[config.mk]
export PLATFORM = sky130hd
export DESIGN_NAME = plac_ctrl
export DESIGN_NICKNAME = d
export VERILOG_FILES = /design/src/plac_pkg.sv /design/src/plac_ctrl.sv
export VERILOG_INCLUDE_DIRS = /design/src
export SDC_FILE = /design/constraint.sdc
export NUM_CORES = 1
export LEC_CHECK = 0
export ABC_AREA = 0
export BUFFER_PORTS_ARGS = -buffer_cell sky130_fd_sc_hd__buf_4
export CORE_ASPECT_RATIO = 2
export CORE_MARGIN = 2
export CORE_UTILIZATION = 45
export DETAILED_ROUTE_END_ITERATION = 8
export GPL_TIMING_DRIVEN = 1
export PLACE_DENSITY_LB_ADDON = 0.1
export SYNTH_ARGS = -nofsm -noshare
export SYNTH_HDL_FRONTEND = slang
export SYNTH_SLANG_ARGS = --single-unit
[constraint.sdc]
create_clock -name clk_sys_i -period 7.27 [get_ports clk_sys_i]
set_clock_uncertainty 0.05 [all_clocks]
set_input_delay 2.181 -clock clk_sys_i [delete_from_list [all_inputs] [get_ports clk_sys_i]]
set_output_delay 2.181 -clock clk_sys_i [all_outputs]
set_load 0.01 [all_outputs]
[src/plac_consts.svh]
// Offsets, field positions, reset values and timing counts for the
// indicator and crossover control registers.
// Assumes a 10 MHz system clock for the timing counts.
`ifndef PLAC_CONSTS_SVH
`define PLAC_CONSTS_SVH

`define PLAC_OFS_IND_CTRL     5'h18
`define PLAC_OFS_PHY_CTRL     5'h19
`define PLAC_IND_CTRL_RESET   16'h0400
`define PLAC_PHY_CTRL_RESET   16'h8000

// indicator_control fields
`define PLAC_RATE_HI          10
`define PLAC_RATE_LO          9
`define PLAC_POL_BIT          7
`define PLAC_FSEL_BIT         4
`define PLAC_FVAL_BIT         1
`define PLAC_RATE_RESET       2'h2

// phy_control fields
`define PLAC_AMDIX_BIT        15
`define PLAC_FMDIX_BIT        14
`define PLAC_PRX_BIT          13
`define PLAC_PTX_BIT          12
`define PLAC_LINK_BIT         11
`define PLAC_BYP_BIT          7
`define PLAC_CFG_BIT          5
`define PLAC_ADDR_HI          4

// Timing: flash half periods in ms, clock rate in kHz
`define PLAC_CLK_KHZ          10000
`define PLAC_T0_MS            50
`define PLAC_T1_MS            100
`define PLAC_T2_MS            200
`define PLAC_T3_MS            500
`define PLAC_STRETCH_MS       50

`endif

[src/plac_pkg.sv]
// Types shared by the indicator and crossover control block.
// Assumes nothing beyond the constants header.
package plac_pkg;
    typedef logic [15:0] plac_word_t;
    typedef enum logic [1:0] {
        PLAC_RES_NONE,
        PLAC_RES_SYM,
        PLAC_RES_TX_ONLY,
        PLAC_RES_RX_ONLY
    } plac_pause_t;
endpackage

[src/plac_ctrl.sv]
// Indicator control and pair crossover control registers, with the
// link indicator pin driver and the pair swap select.
// Assumes a single-cycle management register port on clk_sys_i and
// strap pins that are stable around reset release.
//
// What this block does
// Flash rate field picks 50, 100, 200 or 500 ms half period; resets 2.
// Indicator polarity loads from strap, software may override; 1 is high.
// Force select 1 drives force value on pin, else normal activity.
// Force value bit 1 read-write, resets 0, level forced on pin.
// Auto crossover enable resets 1 from strap; 0 disables detection.
// Forced crossover swaps receive and transmit pairs when set.
// Receive pause status from pause resolution, only for full duplex.
// Transmit pause status from pause resolution, only for full duplex.
// Link status reads 1 only for negotiated 100 full-duplex link up.
// Stretch bypass drives indicator from the synchronized activity input, skipping the stretch.
// Address field reports strapped address latched on the first clock after reset; read only.
// Reserved bits read zero and ignore writes.
`timescale 1ns/1ps
`default_nettype none
`include "plac_consts.svh"

module plac_ctrl
    import plac_pkg::*;
#(
    parameter int unsigned STRETCH_MS = `PLAC_STRETCH_MS
) (
    input  wire logic       clk_sys_i,
    input  wire logic       rstn_i,
    input  wire logic       reg_wr_i,
    input  wire logic       reg_rd_i,
    input  wire logic [4:0] reg_addr_i,
    input  wire logic [15:0] reg_wdata_i,
    output var  logic [15:0] reg_rdata_o,
    input  wire logic       strap_polarity_i,
    input  wire logic       strap_auto_crossover_i,
    input  wire logic [4:0] strap_mgmt_address_i,
    input  wire logic       link_up_i,
    input  wire logic       activity_i,
    input  wire logic       an_complete_i,
    input  wire logic       hcd_100fd_i,
    input  wire logic       hcd_full_duplex_i,
    input  wire logic [1:0] local_advertisement_i,
    input  wire logic [1:0] partner_advertisement_i,
    output var  logic       link_indicator_pin_o,
    output var  logic       auto_crossover_enable_o,
    output var  logic       pair_swap_o,
    output var  logic       indicator_config_o
);

    localparam int unsigned CPM = `PLAC_CLK_KHZ;
    localparam int unsigned CNT0 = `PLAC_T0_MS * CPM;
    localparam int unsigned CNT1 = `PLAC_T1_MS * CPM;
    localparam int unsigned CNT2 = `PLAC_T2_MS * CPM;
    localparam int unsigned CNT3 = `PLAC_T3_MS * CPM;
    localparam int unsigned CNTS = STRETCH_MS * CPM;

    // Reload value must fit the 32-bit stretch counter
    if (STRETCH_MS == 0 || STRETCH_MS > 32'hffffffff / CPM) begin : g_ms
        $error("plac_ctrl: STRETCH_MS out of range");
    end

    // Register fields
    logic [1:0] flash_rate;
    logic       indicator_polarity;
    logic       indicator_force_select;
    logic       indicator_force_value;
    logic       auto_crossover_enable;
    logic       force_pair_crossover;
    logic       stretch_bypass;
    logic       indicator_config;
    logic [4:0] mgmt_address;
    logic       strap_taken;
    logic       pause_rx;
    logic       pause_tx;
    logic       link_status;

    // Pin inputs: three stages, change accepted when last two agree.
    // Index 0 is activity, index 1 is link level; both share one shape.
    localparam int unsigned NPIN = 2;
    logic [NPIN-1:0] pin_raw;
    logic [NPIN-1:0] pin_q;
    logic            act_q;
    logic            link_q;

    assign pin_raw = {link_up_i, activity_i};
    assign act_q   = pin_q[0];
    assign link_q  = pin_q[1];

    for (genvar g = 0; g < NPIN; g++) begin : g_pin
        logic [2:0] sync;
        logic       held;
        always_ff @(posedge clk_sys_i or negedge rstn_i) begin
            if (!rstn_i) begin
                sync <= 3'h0;
                held <= 1'b0;
            end else begin
                sync <= {sync[1:0], pin_raw[g]};
                // A one-cycle glitch in stage two never reaches held
                if (sync[1] == sync[2])
                    held <= sync[2];
            end
        end
        assign pin_q[g] = held;
    end

    // Address match, shared by the write and read decodes
    function automatic logic hit(input logic [4:0] a, input logic [4:0] o);
        return a == o;
    endfunction

    wire wr_ind = reg_wr_i && hit(reg_addr_i, `PLAC_OFS_IND_CTRL);
    wire wr_phy = reg_wr_i && hit(reg_addr_i, `PLAC_OFS_PHY_CTRL);
    wire rd_ind_sel = reg_rd_i && hit(reg_addr_i, `PLAC_OFS_IND_CTRL);
    wire rd_phy_sel = reg_rd_i && hit(reg_addr_i, `PLAC_OFS_PHY_CTRL);

    // Straps caught on the first clock after release, never in reset
    always_ff @(posedge clk_sys_i or negedge rstn_i) begin
        if (!rstn_i) begin
            strap_taken <= 1'b0;
            mgmt_address <= 5'h00;
        end else if (!strap_taken) begin
            strap_taken <= 1'b1;
            mgmt_address <= strap_mgmt_address_i;
        end
    end

    always_ff @(posedge clk_sys_i or negedge rstn_i) begin
        if (!rstn_i) begin
            flash_rate             <= `PLAC_RATE_RESET;
            indicator_polarity     <= 1'b0;
            indicator_force_select <= 1'b0;
            indicator_force_value  <= 1'b0;
        end else if (!strap_taken) begin
            indicator_polarity <= strap_polarity_i;
        end else if (wr_ind) begin
            flash_rate <= reg_wdata_i[`PLAC_RATE_HI:`PLAC_RATE_LO];
            indicator_polarity     <= reg_wdata_i[`PLAC_POL_BIT];
            indicator_force_select <= reg_wdata_i[`PLAC_FSEL_BIT];
            indicator_force_value  <= reg_wdata_i[`PLAC_FVAL_BIT];
        end
    end

    always_ff @(posedge clk_sys_i or negedge rstn_i) begin
        if (!rstn_i) begin
            auto_crossover_enable <= 1'b1;
            force_pair_crossover  <= 1'b0;
            stretch_bypass        <= 1'b0;
            indicator_config      <= 1'b0;
        end else if (!strap_taken) begin
            auto_crossover_enable <= strap_auto_crossover_i;
        end else if (wr_phy) begin
            auto_crossover_enable <= reg_wdata_i[`PLAC_AMDIX_BIT];
            force_pair_crossover  <= reg_wdata_i[`PLAC_FMDIX_BIT];
            stretch_bypass        <= reg_wdata_i[`PLAC_BYP_BIT];
            indicator_config      <= reg_wdata_i[`PLAC_CFG_BIT];
        end
    end

    // Pause resolution, symmetric bit 0 and asymmetric bit 1
    function automatic plac_pause_t resolve(input logic [1:0] l,
                                            input logic [1:0] p);
        if (l[0] && p[0])
            return PLAC_RES_SYM;
        if (!l[0] && l[1] && p[0] && p[1])
            return PLAC_RES_TX_ONLY;
        if (l[0] && l[1] && !p[0] && p[1])
            return PLAC_RES_RX_ONLY;
        return PLAC_RES_NONE;
    endfunction

    plac_pause_t res;
    logic        pause_ok;
    logic        rx_res;
    logic        tx_res;
    always_comb begin
        res = resolve(local_advertisement_i, partner_advertisement_i);
        // Half duplex never negotiates pause
        pause_ok = hcd_full_duplex_i && an_complete_i;
        rx_res   = (res == PLAC_RES_SYM) || (res == PLAC_RES_RX_ONLY);
        tx_res   = (res == PLAC_RES_SYM) || (res == PLAC_RES_TX_ONLY);
    end

    always_ff @(posedge clk_sys_i or negedge rstn_i) begin
        if (!rstn_i) begin
            pause_rx    <= 1'b0;
            pause_tx    <= 1'b0;
            link_status <= 1'b0;
        end else begin
            pause_rx    <= pause_ok && rx_res;
            pause_tx    <= pause_ok && tx_res;
            link_status <= link_q && an_complete_i && hcd_100fd_i;
        end
    end

    // Flash timebase: toggle phase each half period of the chosen rate
    // Counts are fixed to the 10 MHz clock; another clock scales them
    logic [31:0] flash_cnt;
    logic        flash_phase;
    logic [31:0] flash_lim;
    always_comb begin
        case (flash_rate)
            2'h0:    flash_lim = CNT0;
            2'h1:    flash_lim = CNT1;
            2'h2:    flash_lim = CNT2;
            2'h3:    flash_lim = CNT3;
            default: flash_lim = CNT2;
        endcase
    end

    always_ff @(posedge clk_sys_i or negedge rstn_i) begin
        if (!rstn_i) begin
            flash_cnt   <= 32'h0;
            flash_phase <= 1'b0;
        end else if (flash_cnt >= flash_lim - 32'h1) begin
            flash_cnt   <= 32'h0;
            flash_phase <= ~flash_phase;
        end else begin
            flash_cnt <= flash_cnt + 32'h1;
        end
    end

    // Stretch: hold activity seen for a while so short bursts are visible
    logic [31:0] str_cnt;
    always_ff @(posedge clk_sys_i or negedge rstn_i) begin
        if (!rstn_i)
            str_cnt <= 32'h0;
        else if (act_q)
            str_cnt <= CNTS;
        else if (str_cnt != 32'h0)
            str_cnt <= str_cnt - 32'h1;
    end

    logic act_shown;
    logic ind_on;
    always_comb begin
        act_shown = stretch_bypass ? act_q : (str_cnt != 32'h0);
        // Link on solid, blinking while activity is shown
        ind_on = link_q && !(act_shown && flash_phase);
        if (indicator_force_select)
            ind_on = indicator_force_value;
    end

    always_ff @(posedge clk_sys_i or negedge rstn_i) begin
        if (!rstn_i) begin
            link_indicator_pin_o <= 1'b1;
        end else if (indicator_force_select) begin
            // Force value is the raw pin level, polarity applies otherwise
            link_indicator_pin_o <= indicator_force_value;
        end else begin
            link_indicator_pin_o <= indicator_polarity ? ind_on
                                                       : !ind_on;
        end
    end

    // Pair controls leave through a flop so the pins never glitch
    always_ff @(posedge clk_sys_i or negedge rstn_i) begin
        if (!rstn_i) begin
            auto_crossover_enable_o <= 1'b1;
            pair_swap_o             <= 1'b0;
            indicator_config_o      <= 1'b0;
        end else begin
            auto_crossover_enable_o <= auto_crossover_enable;
            pair_swap_o             <= force_pair_crossover;
            indicator_config_o      <= indicator_config;
        end
    end

    // Read data registered; reserved bits zero
    plac_word_t rd_ind;
    plac_word_t rd_phy;
    always_comb begin
        rd_ind = 16'h0000;
        rd_ind[`PLAC_RATE_HI:`PLAC_RATE_LO] = flash_rate;
        rd_ind[`PLAC_POL_BIT]  = indicator_polarity;
        rd_ind[`PLAC_FSEL_BIT] = indicator_force_select;
        rd_ind[`PLAC_FVAL_BIT] = indicator_force_value;
        rd_phy = 16'h0000;
        rd_phy[`PLAC_AMDIX_BIT] = auto_crossover_enable;
        rd_phy[`PLAC_FMDIX_BIT] = force_pair_crossover;
        rd_phy[`PLAC_PRX_BIT]   = pause_rx;
        rd_phy[`PLAC_PTX_BIT]   = pause_tx;
        rd_phy[`PLAC_LINK_BIT]  = link_status;
        rd_phy[`PLAC_BYP_BIT]   = stretch_bypass;
        rd_phy[`PLAC_CFG_BIT]   = indicator_config;
        rd_phy[`PLAC_ADDR_HI:0] = mgmt_address;
    end

    always_ff @(posedge clk_sys_i or negedge rstn_i) begin
        if (!rstn_i)
            reg_rdata_o <= 16'h0000;
        else if (rd_ind_sel)
            reg_rdata_o <= rd_ind;
        else if (rd_phy_sel)
            reg_rdata_o <= rd_phy;
        else if (reg_rd_i)
            reg_rdata_o <= 16'h0000;
    end

endmodule

`default_nettype wire

==> flow_metrics.py, run 1 <==
metrics = {
    "setup_path": {
        "cp-start-kind": "input port",
        "path_class": "in2reg",
        "worst_ep_required_time_ps": 7450,
        "r2r_cells": 10,
        "max_stage_delay_ps": 390,
        "arrival_ps": 3730,
        "path_common_cell": "buf_4",
        "crit_chain": "buf_4 > nor4bb_1 > buf_4 > nand2b_1 > nor2_1 > mux2_2",
        "critical_path.max_fanout": 8,
        "slowest_stage": "mux2_2",
        "critical_path_buf_inv_count": 2,
        "critical-path-top-delay-family": "simple AND/OR/NAND/NOR gates",
        "end_kind": "flop",
        "cp.depth": 6,
    },
    "clocking": {
        "path_clk_slew_ps": 70,
        "cts_buffers": 9,
        "h-tree-depth": 3,
        "worstSkewPairLatency_ps": 340,
        "cts-root-buf": "clkbuf_16",
        "clkSinkCount": 109,
        "cts_resized": 0,
        "clockBufferDepth": 2,
        "cts_tree": "yes",
        "postCtsHoldBufs": 0,
        "cts_setup_buffers": 0,
    },
    "routing": {
        "ant_nets": 0,
        "totalWireLength_mm": 11.4,
        "viasPerCell": 5.46,
        "drc": 0,
        "drt_first_pass_iters": 4,
        "wl_per_cell_um": 15.9,
        "drt_iter0_drc": 134,
        "route.vias.total": 3910,
    },
    "power": {
        "switching_share": 0.266,
        "power_frac_comb": 0.132,
        "clkPwrFrac": 0.361,
        "p_sw_mw": 0.355,
        "finalPower_mw": 1.34,
        "seqPwrFrac": 0.507,
        "power_density_nw_per_um2": 214,
        "p_int_mw": 0.981,
        "p_leak_nw": 2.66,
        "ir_worst_vdd_v": 0.000162,
    },
    "final_layout": {
        "design_area_um2": 6230,
        "finalNonFillerCells": 716,
        "area.growth.synth_to_final_pct": 15.4,
        "nets": 632,
        "antennaDiodeCount": 0,
        "drive_gt1_frac": 0.196,
    },
    "worst_hold_path": {
        "hold_path.class": "reg2reg",
        "hold_depth": 0,
    },
    "grt": {
        "antenna_found_initial": 0,
        "grt-ovfl-total": 0,
        "grt_pass1_vias": 3925,
        "grt_pass1_wl_mm": 19.0,
        "grt_max_degree": 57,
        "grtUsageTotal": 0.186,
    },
    "timing": {
        "setup_tns_ps": 0,
        "relSlewSlack": 0.296,
        "rsz0062_at_grt": "no",
        "tightest_slew_ps": 1050,
        "fmax_mhz": 281,
        "setup_viol": 0,
        "min_period_ps": 3560,
        "whs_ps": 302,
        "fin_crit_sh": 0.489,
        "final_max_slew_viol_count": 0,
        "hold_viol": 0,
    },
    "job": {
        "drv_cap": 0,
    },
    "logic_synthesis": {
        "synthArstFlopShare": 1.00,
        "yosysWarnings": 0,
        "synth_cell_type_count": 60,
        "synth.area.top_cells": "dfrtp_1 49%, ha_1 5.8%, mux2_2 3.8%, nor3_1 3.3%, xnor2_1 3.1%",
        "ys_seq_area_frac": 0.506,
        "ys_seq_elements": 109,
        "synthFlopType": "dfrtp_1",
        "netlist_instances": 510,
        "syn_area_per_cell_um2": 10.6,
        "synth_top_cell_area_share": 0.487,
        "synth_common_cells": "105 x dfrtp_1, 36 x nor3_1, 33 x nor2_1",
        "synth_edf_count": 0,
        "synth_area_um2": 5400,
        "post-synth-top-count-cell": "dfrtp_1",
        "netlist.top_cell.by_area": "dfrtp_1",
    },
    "die": {
        "die_x_um": 81.5,
        "rows": 56,
        "io_pins": 61,
        "dieArea_um2": 12900,
        "start_util": 0.462,
        "core_um2": 11700,
        "dieHeight_um": 159,
    },
    "place": {
        "numPortBuffers": 50,
        "place.gp.congestion": 0.780,
        "dp_hpwl_mm": 8.17,
        "place_area_um2": 5930,
        "dp_cells": 700,
    },
    "run_status": {
        "outcome": "completed",
    },
}
[layout make-up]
cell class                      count  area (um2)
Tap cell                          145         181
Clock inverter                      4        42.5
Sequential cell                   109        2730
Multi-Input combinational cell    363        2500
Clock buffer                       12         256
Fill cell                        1075        5470
Timing Repair Buffer               56         420
Inverter                           27         101
[cell usage in the layout, fill, tap and decap left out, drive strengths merged, types with 3 or more instances in the layout]
cell,n
nor2b,5
a2111oi,3
nand4,12
o21ai,15
nand3,16
xor2,18
o31ai,5
clkinv,3
or4,11
mux2,18
or2,3
nor4,13
nand2b,7
o21bai,4
nor2,33
nor3,38
clkbuf,12
xnor2,19
conb,13
dfrtp,105
o22ai,12
nand2,31
ha,25
a21oi,17
nand3b,3
a211oi,4
buf,56
dfstp,4
inv,28
or3,10
[power by group through the flow]
stage          combinational (mW)  sequential [mW]  clock [mW]
3_5_place_dp                0.179            0.689           0
2_1_floorplan               0.121            0.681           0
3_3_place_gp                0.172            0.688           0
6_report                    0.176            0.678       0.483
4_1_cts                     0.179            0.678       0.498
5_1_grt                     0.201            0.683       0.522
[logic make-up after synthesis]
group           Yosys count  share of synthesized area
simple gates            192                      0.196
other cells               2                    0.00139
mux                      20                     0.0412
xor+xnor                 37                     0.0600
buf+inv                  49                     0.0392
fa+ha+maj                27                     0.0616
compound gates           74                     0.0950
flops                   109                      0.506
[sequential cells by signal, indices dropped and copies added, names as in the netlist, 2 cells and up]
name          cells
str_cnt          32
g_pin.sync        6
flash_cnt        32
flash_rate        2
mgmt_address      5
reg_rdata_o      14
[path summary, 6_finish.rpt]
path | slack [ps] | from | to
setup / recovery | 3710 | reg_addr_i[1] | indicator_force_value$_DFFE_PN0P_
hold / removal | 300 | g_pin[0].sync[0]$_DFF_PN0_ | g_pin[0].sync[1]$_DFF_PN0_
setup reg to reg | 4180 | flash_rate[1]$_DFFE_PN1P_ | flash_cnt[5]$_DFF_PN0_
hold reg to reg | 300 | g_pin[0].sync[0]$_DFF_PN0_ | g_pin[0].sync[1]$_DFF_PN0_
max in group asynchronous | 4190 | rstn_i | pause_rx$_DFF_PN0_
min in group asynchronous | 1830 | rstn_i | flash_cnt[11]$_DFF_PN0_
[metrics by stage]
stage,setup WS (ps),utilization
global route,3670,0.533
finish,3710,0.533
global placement,3390,0.507
CTS,3700,0.533
detailed placement,3330,0.507
floorplan,3690,-
[layer usage]
layer / GRT usage / wire length, um / vias to the layer above
met5: 0 / 0 / -
met4: 0.0770 / 355 / 0
met3: 0.0284 / 248 / 19
met2: 0.331 / 6270 / 52
met1: 0.215 / 4550 / 1918
li1: - / - / 1921
No activity file was read; power rests on OpenSTA's default activity.
==> run 2: changes to the inputs <==
==> constraint.sdc (replaced) <==
create_clock -name clk_sys_i -period 3.1 [get_ports clk_sys_i]
set_clock_uncertainty 0.05 [all_clocks]
set_input_delay 0.93 -clock clk_sys_i [delete_from_list [all_inputs] [get_ports clk_sys_i]]
set_output_delay 0.93 -clock clk_sys_i [all_outputs]
set_load 0.01 [all_outputs]
==> run 2 against run 1 <==
  * Wire length is 0.16% lower
  * Sequential power is 130% higher
  * Register-to-register slack worse by 3800 ps
  * Non-clock buffer count is 7 higher
  * Cell count is 0.98% higher
  * Setup slack worse by 3400 ps
  * First-iteration DRC count is 19% higher
  * Global-route usage is 0.35 points higher
  * Via count is 0.77% higher
  * Critical path type is now reg2reg
  * Largest power group unchanged
==> flow_metrics.py, run 2 (synthesis gave the netlist of run 1 again) <==
metrics = {
    "place": {
        "place.gp.congestion": 0.771,
        "numPortBuffers": 50,
        "place_area_um2": 6000,
        "dp_cells": 707,
        "dp_hpwl_mm": 8.31,
    },
    "timing": {
        "final_max_slew_viol_count": 0,
        "hold_viol": 0,
        "min_period_ps": 2740,
        "fmax_mhz": 365,
        "fin_crit_sh": 0.885,
        "setup_tns_ps": 0,
        "relSlewSlack": 0.652,
        "tightest_slew_ps": 515,
        "rsz0062_at_grt": "no",
        "setup_viol": 0,
    },
    "routing": {
        "ant_nets": 0,
        "wl_per_cell_um": 15.8,
        "route.vias.total": 3940,
        "drt_iter0_drc": 159,
        "viasPerCell": 5.45,
        "drc": 0,
        "drt_first_pass_iters": 6,
        "totalWireLength_mm": 11.4,
    },
    "grt": {
        "grt_pass1_wl_mm": 19.2,
        "grtUsageTotal": 0.190,
        "grt_pass1_vias": 4062,
        "grt-ovfl-total": 0,
        "grt_max_degree": 62,
        "antenna_found_initial": 0,
    },
    "clocking": {
        "cts_setup_buffers": 0,
        "h-tree-depth": 3,
        "cts_buffers": 9,
        "cts-root-buf": "clkbuf_16",
        "path_clk_slew_ps": 80,
        "cts_tree": "yes",
        "clkSinkCount": 109,
        "clockBufferDepth": 2,
        "postCtsHoldBufs": 0,
        "worstSkewPairLatency_ps": 350,
        "cts_resized": 0,
    },
    "power": {
        "p_int_mw": 2.34,
        "power_density_nw_per_um2": 506,
        "ir_worst_vdd_v": 0.000364,
        "p_leak_nw": 2.71,
        "seqPwrFrac": 0.499,
        "clkPwrFrac": 0.371,
        "power_frac_comb": 0.130,
        "switching_share": 0.267,
        "finalPower_mw": 3.19,
        "p_sw_mw": 0.851,
    },
    "final_layout": {
        "finalNonFillerCells": 723,
        "antennaDiodeCount": 0,
        "layout_common_cells": "105 x dfrtp_1, 62 x buf_4, 36 x nor3_1, 33 x nor2_1, 31 x nand2_1",
        "area.growth.synth_to_final_pct": 16.7,
        "final_core_util": 0.538,
        "fillCellCount": 1069,
        "layout_commonest_cell": "dfrtp_1",
        "design_area_um2": 6300,
        "drive_gt1_frac": 0.208,
        "reg_top3": "flash_cnt x32, str_cnt x32, reg_rdata_o x14",
        "nets": 639,
    },
    "die": {
        "io_pins": 61,
        "start_util": 0.462,
        "die_x_um": 81.5,
        "rows": 56,
        "dieArea_um2": 12900,
        "dieHeight_um": 159,
        "core_um2": 11700,
    },
    "worst_hold_path": {
        "hold_path.class": "reg2reg",
    },
    "setup_path": {
        "cp-start-kind": "flop",
        "path_class": "reg2reg",
        "arrival_ps": 2920,
        "critical_path.max_fanout": 7,
        "worst_ep_required_time_ps": 3280,
        "slowest_stage": "or3_1",
        "crit_chain": "inv_1 > ha_1 > or3b_2 > or3_1 > o311ai_4 > nor4_1 > or3_1",
        "end_kind": "flop",
        "max_stage_delay_ps": 560,
        "path_common_cell": "or3_1",
    },
    "job": {
        "drv_cap": 0,
    },
    "run_status": {
        "outcome": "completed",
    },
}
[run 2: area by class of cell]
class | count | area (um2) | area share
Tap cell | 145 | 181 | 0.0288
Inverter | 27 | 101 | 0.0161
Multi-Input combinational cell | 363 | 2500 | 0.396
Sequential cell | 109 | 2730 | 0.434
Timing Repair Buffer | 63 | 485 | 0.0770
Clock buffer | 9 | 225 | 0.0357
Clock inverter | 7 | 77.6 | 0.0123
[run 2: stage by stage]
step	setup slack, ps	hold WS, ps
after floorplan	464	281
after global placement	380	285
after detailed placement	358	290
after CTS	332	305
after global routing	181	315
final	357	300
[run 2: worst paths after layout]
| path | from | slack [ps] | end | cells after the start |
|---|---|---|---|---|
| hold reg to reg | g_pin[0].sync[0]$_DFF_PN0_ | 300 | g_pin[0].sync[1]$_DFF_PN0_ | 0 |
| setup reg to reg | str_cnt[0]$_DFFE_PN0P_ | 360 | str_cnt[17]$_DFFE_PN0P_ | 7 |
| hold / removal | g_pin[0].sync[0]$_DFF_PN0_ | 300 | g_pin[0].sync[1]$_DFF_PN0_ | 0 |
| min in group asynchronous | rstn_i | 430 | flash_cnt[6]$_DFF_PN0_ | 1 |
| setup / recovery | str_cnt[0]$_DFFE_PN0P_ | 360 | str_cnt[17]$_DFFE_PN0P_ | 7 |
| max in group asynchronous | rstn_i | 1900 | link_indicator_pin_o$_DFF_PN1_ | 2 |
[run 2: power groups by stage]
stage               clock network (mW)  registers [mW]  logic, mW
floorplan                            0            1.60      0.283
global route                      1.28            1.60      0.471
global placement                     0            1.62      0.407
detailed placement                   0            1.62      0.420
finish                            1.18            1.59      0.415
CTS                               1.22            1.59      0.422
[run 2: routing by layer]
layer / global-route usage / share of wire
met1: 0.204 / 0.38
met2: 0.351 / 0.57
met3: 0.0307 / 0.028
met4: 0.0778 / 0.021
met5: 0 / 0
[run 2: critical path: cells and delay by family (launching register included)]
| kind | cells | cell delay, ps |
|---|---|---|
| flip-flops | 1 | 390 |
| adder cells (fa/ha/maj) | 1 | 220 |
| AO/OA/AOI/OAI | 1 | 330 |
| AND/OR/NAND/NOR | 4 | 1520 |
| buffers and inverters | 1 | 100 |
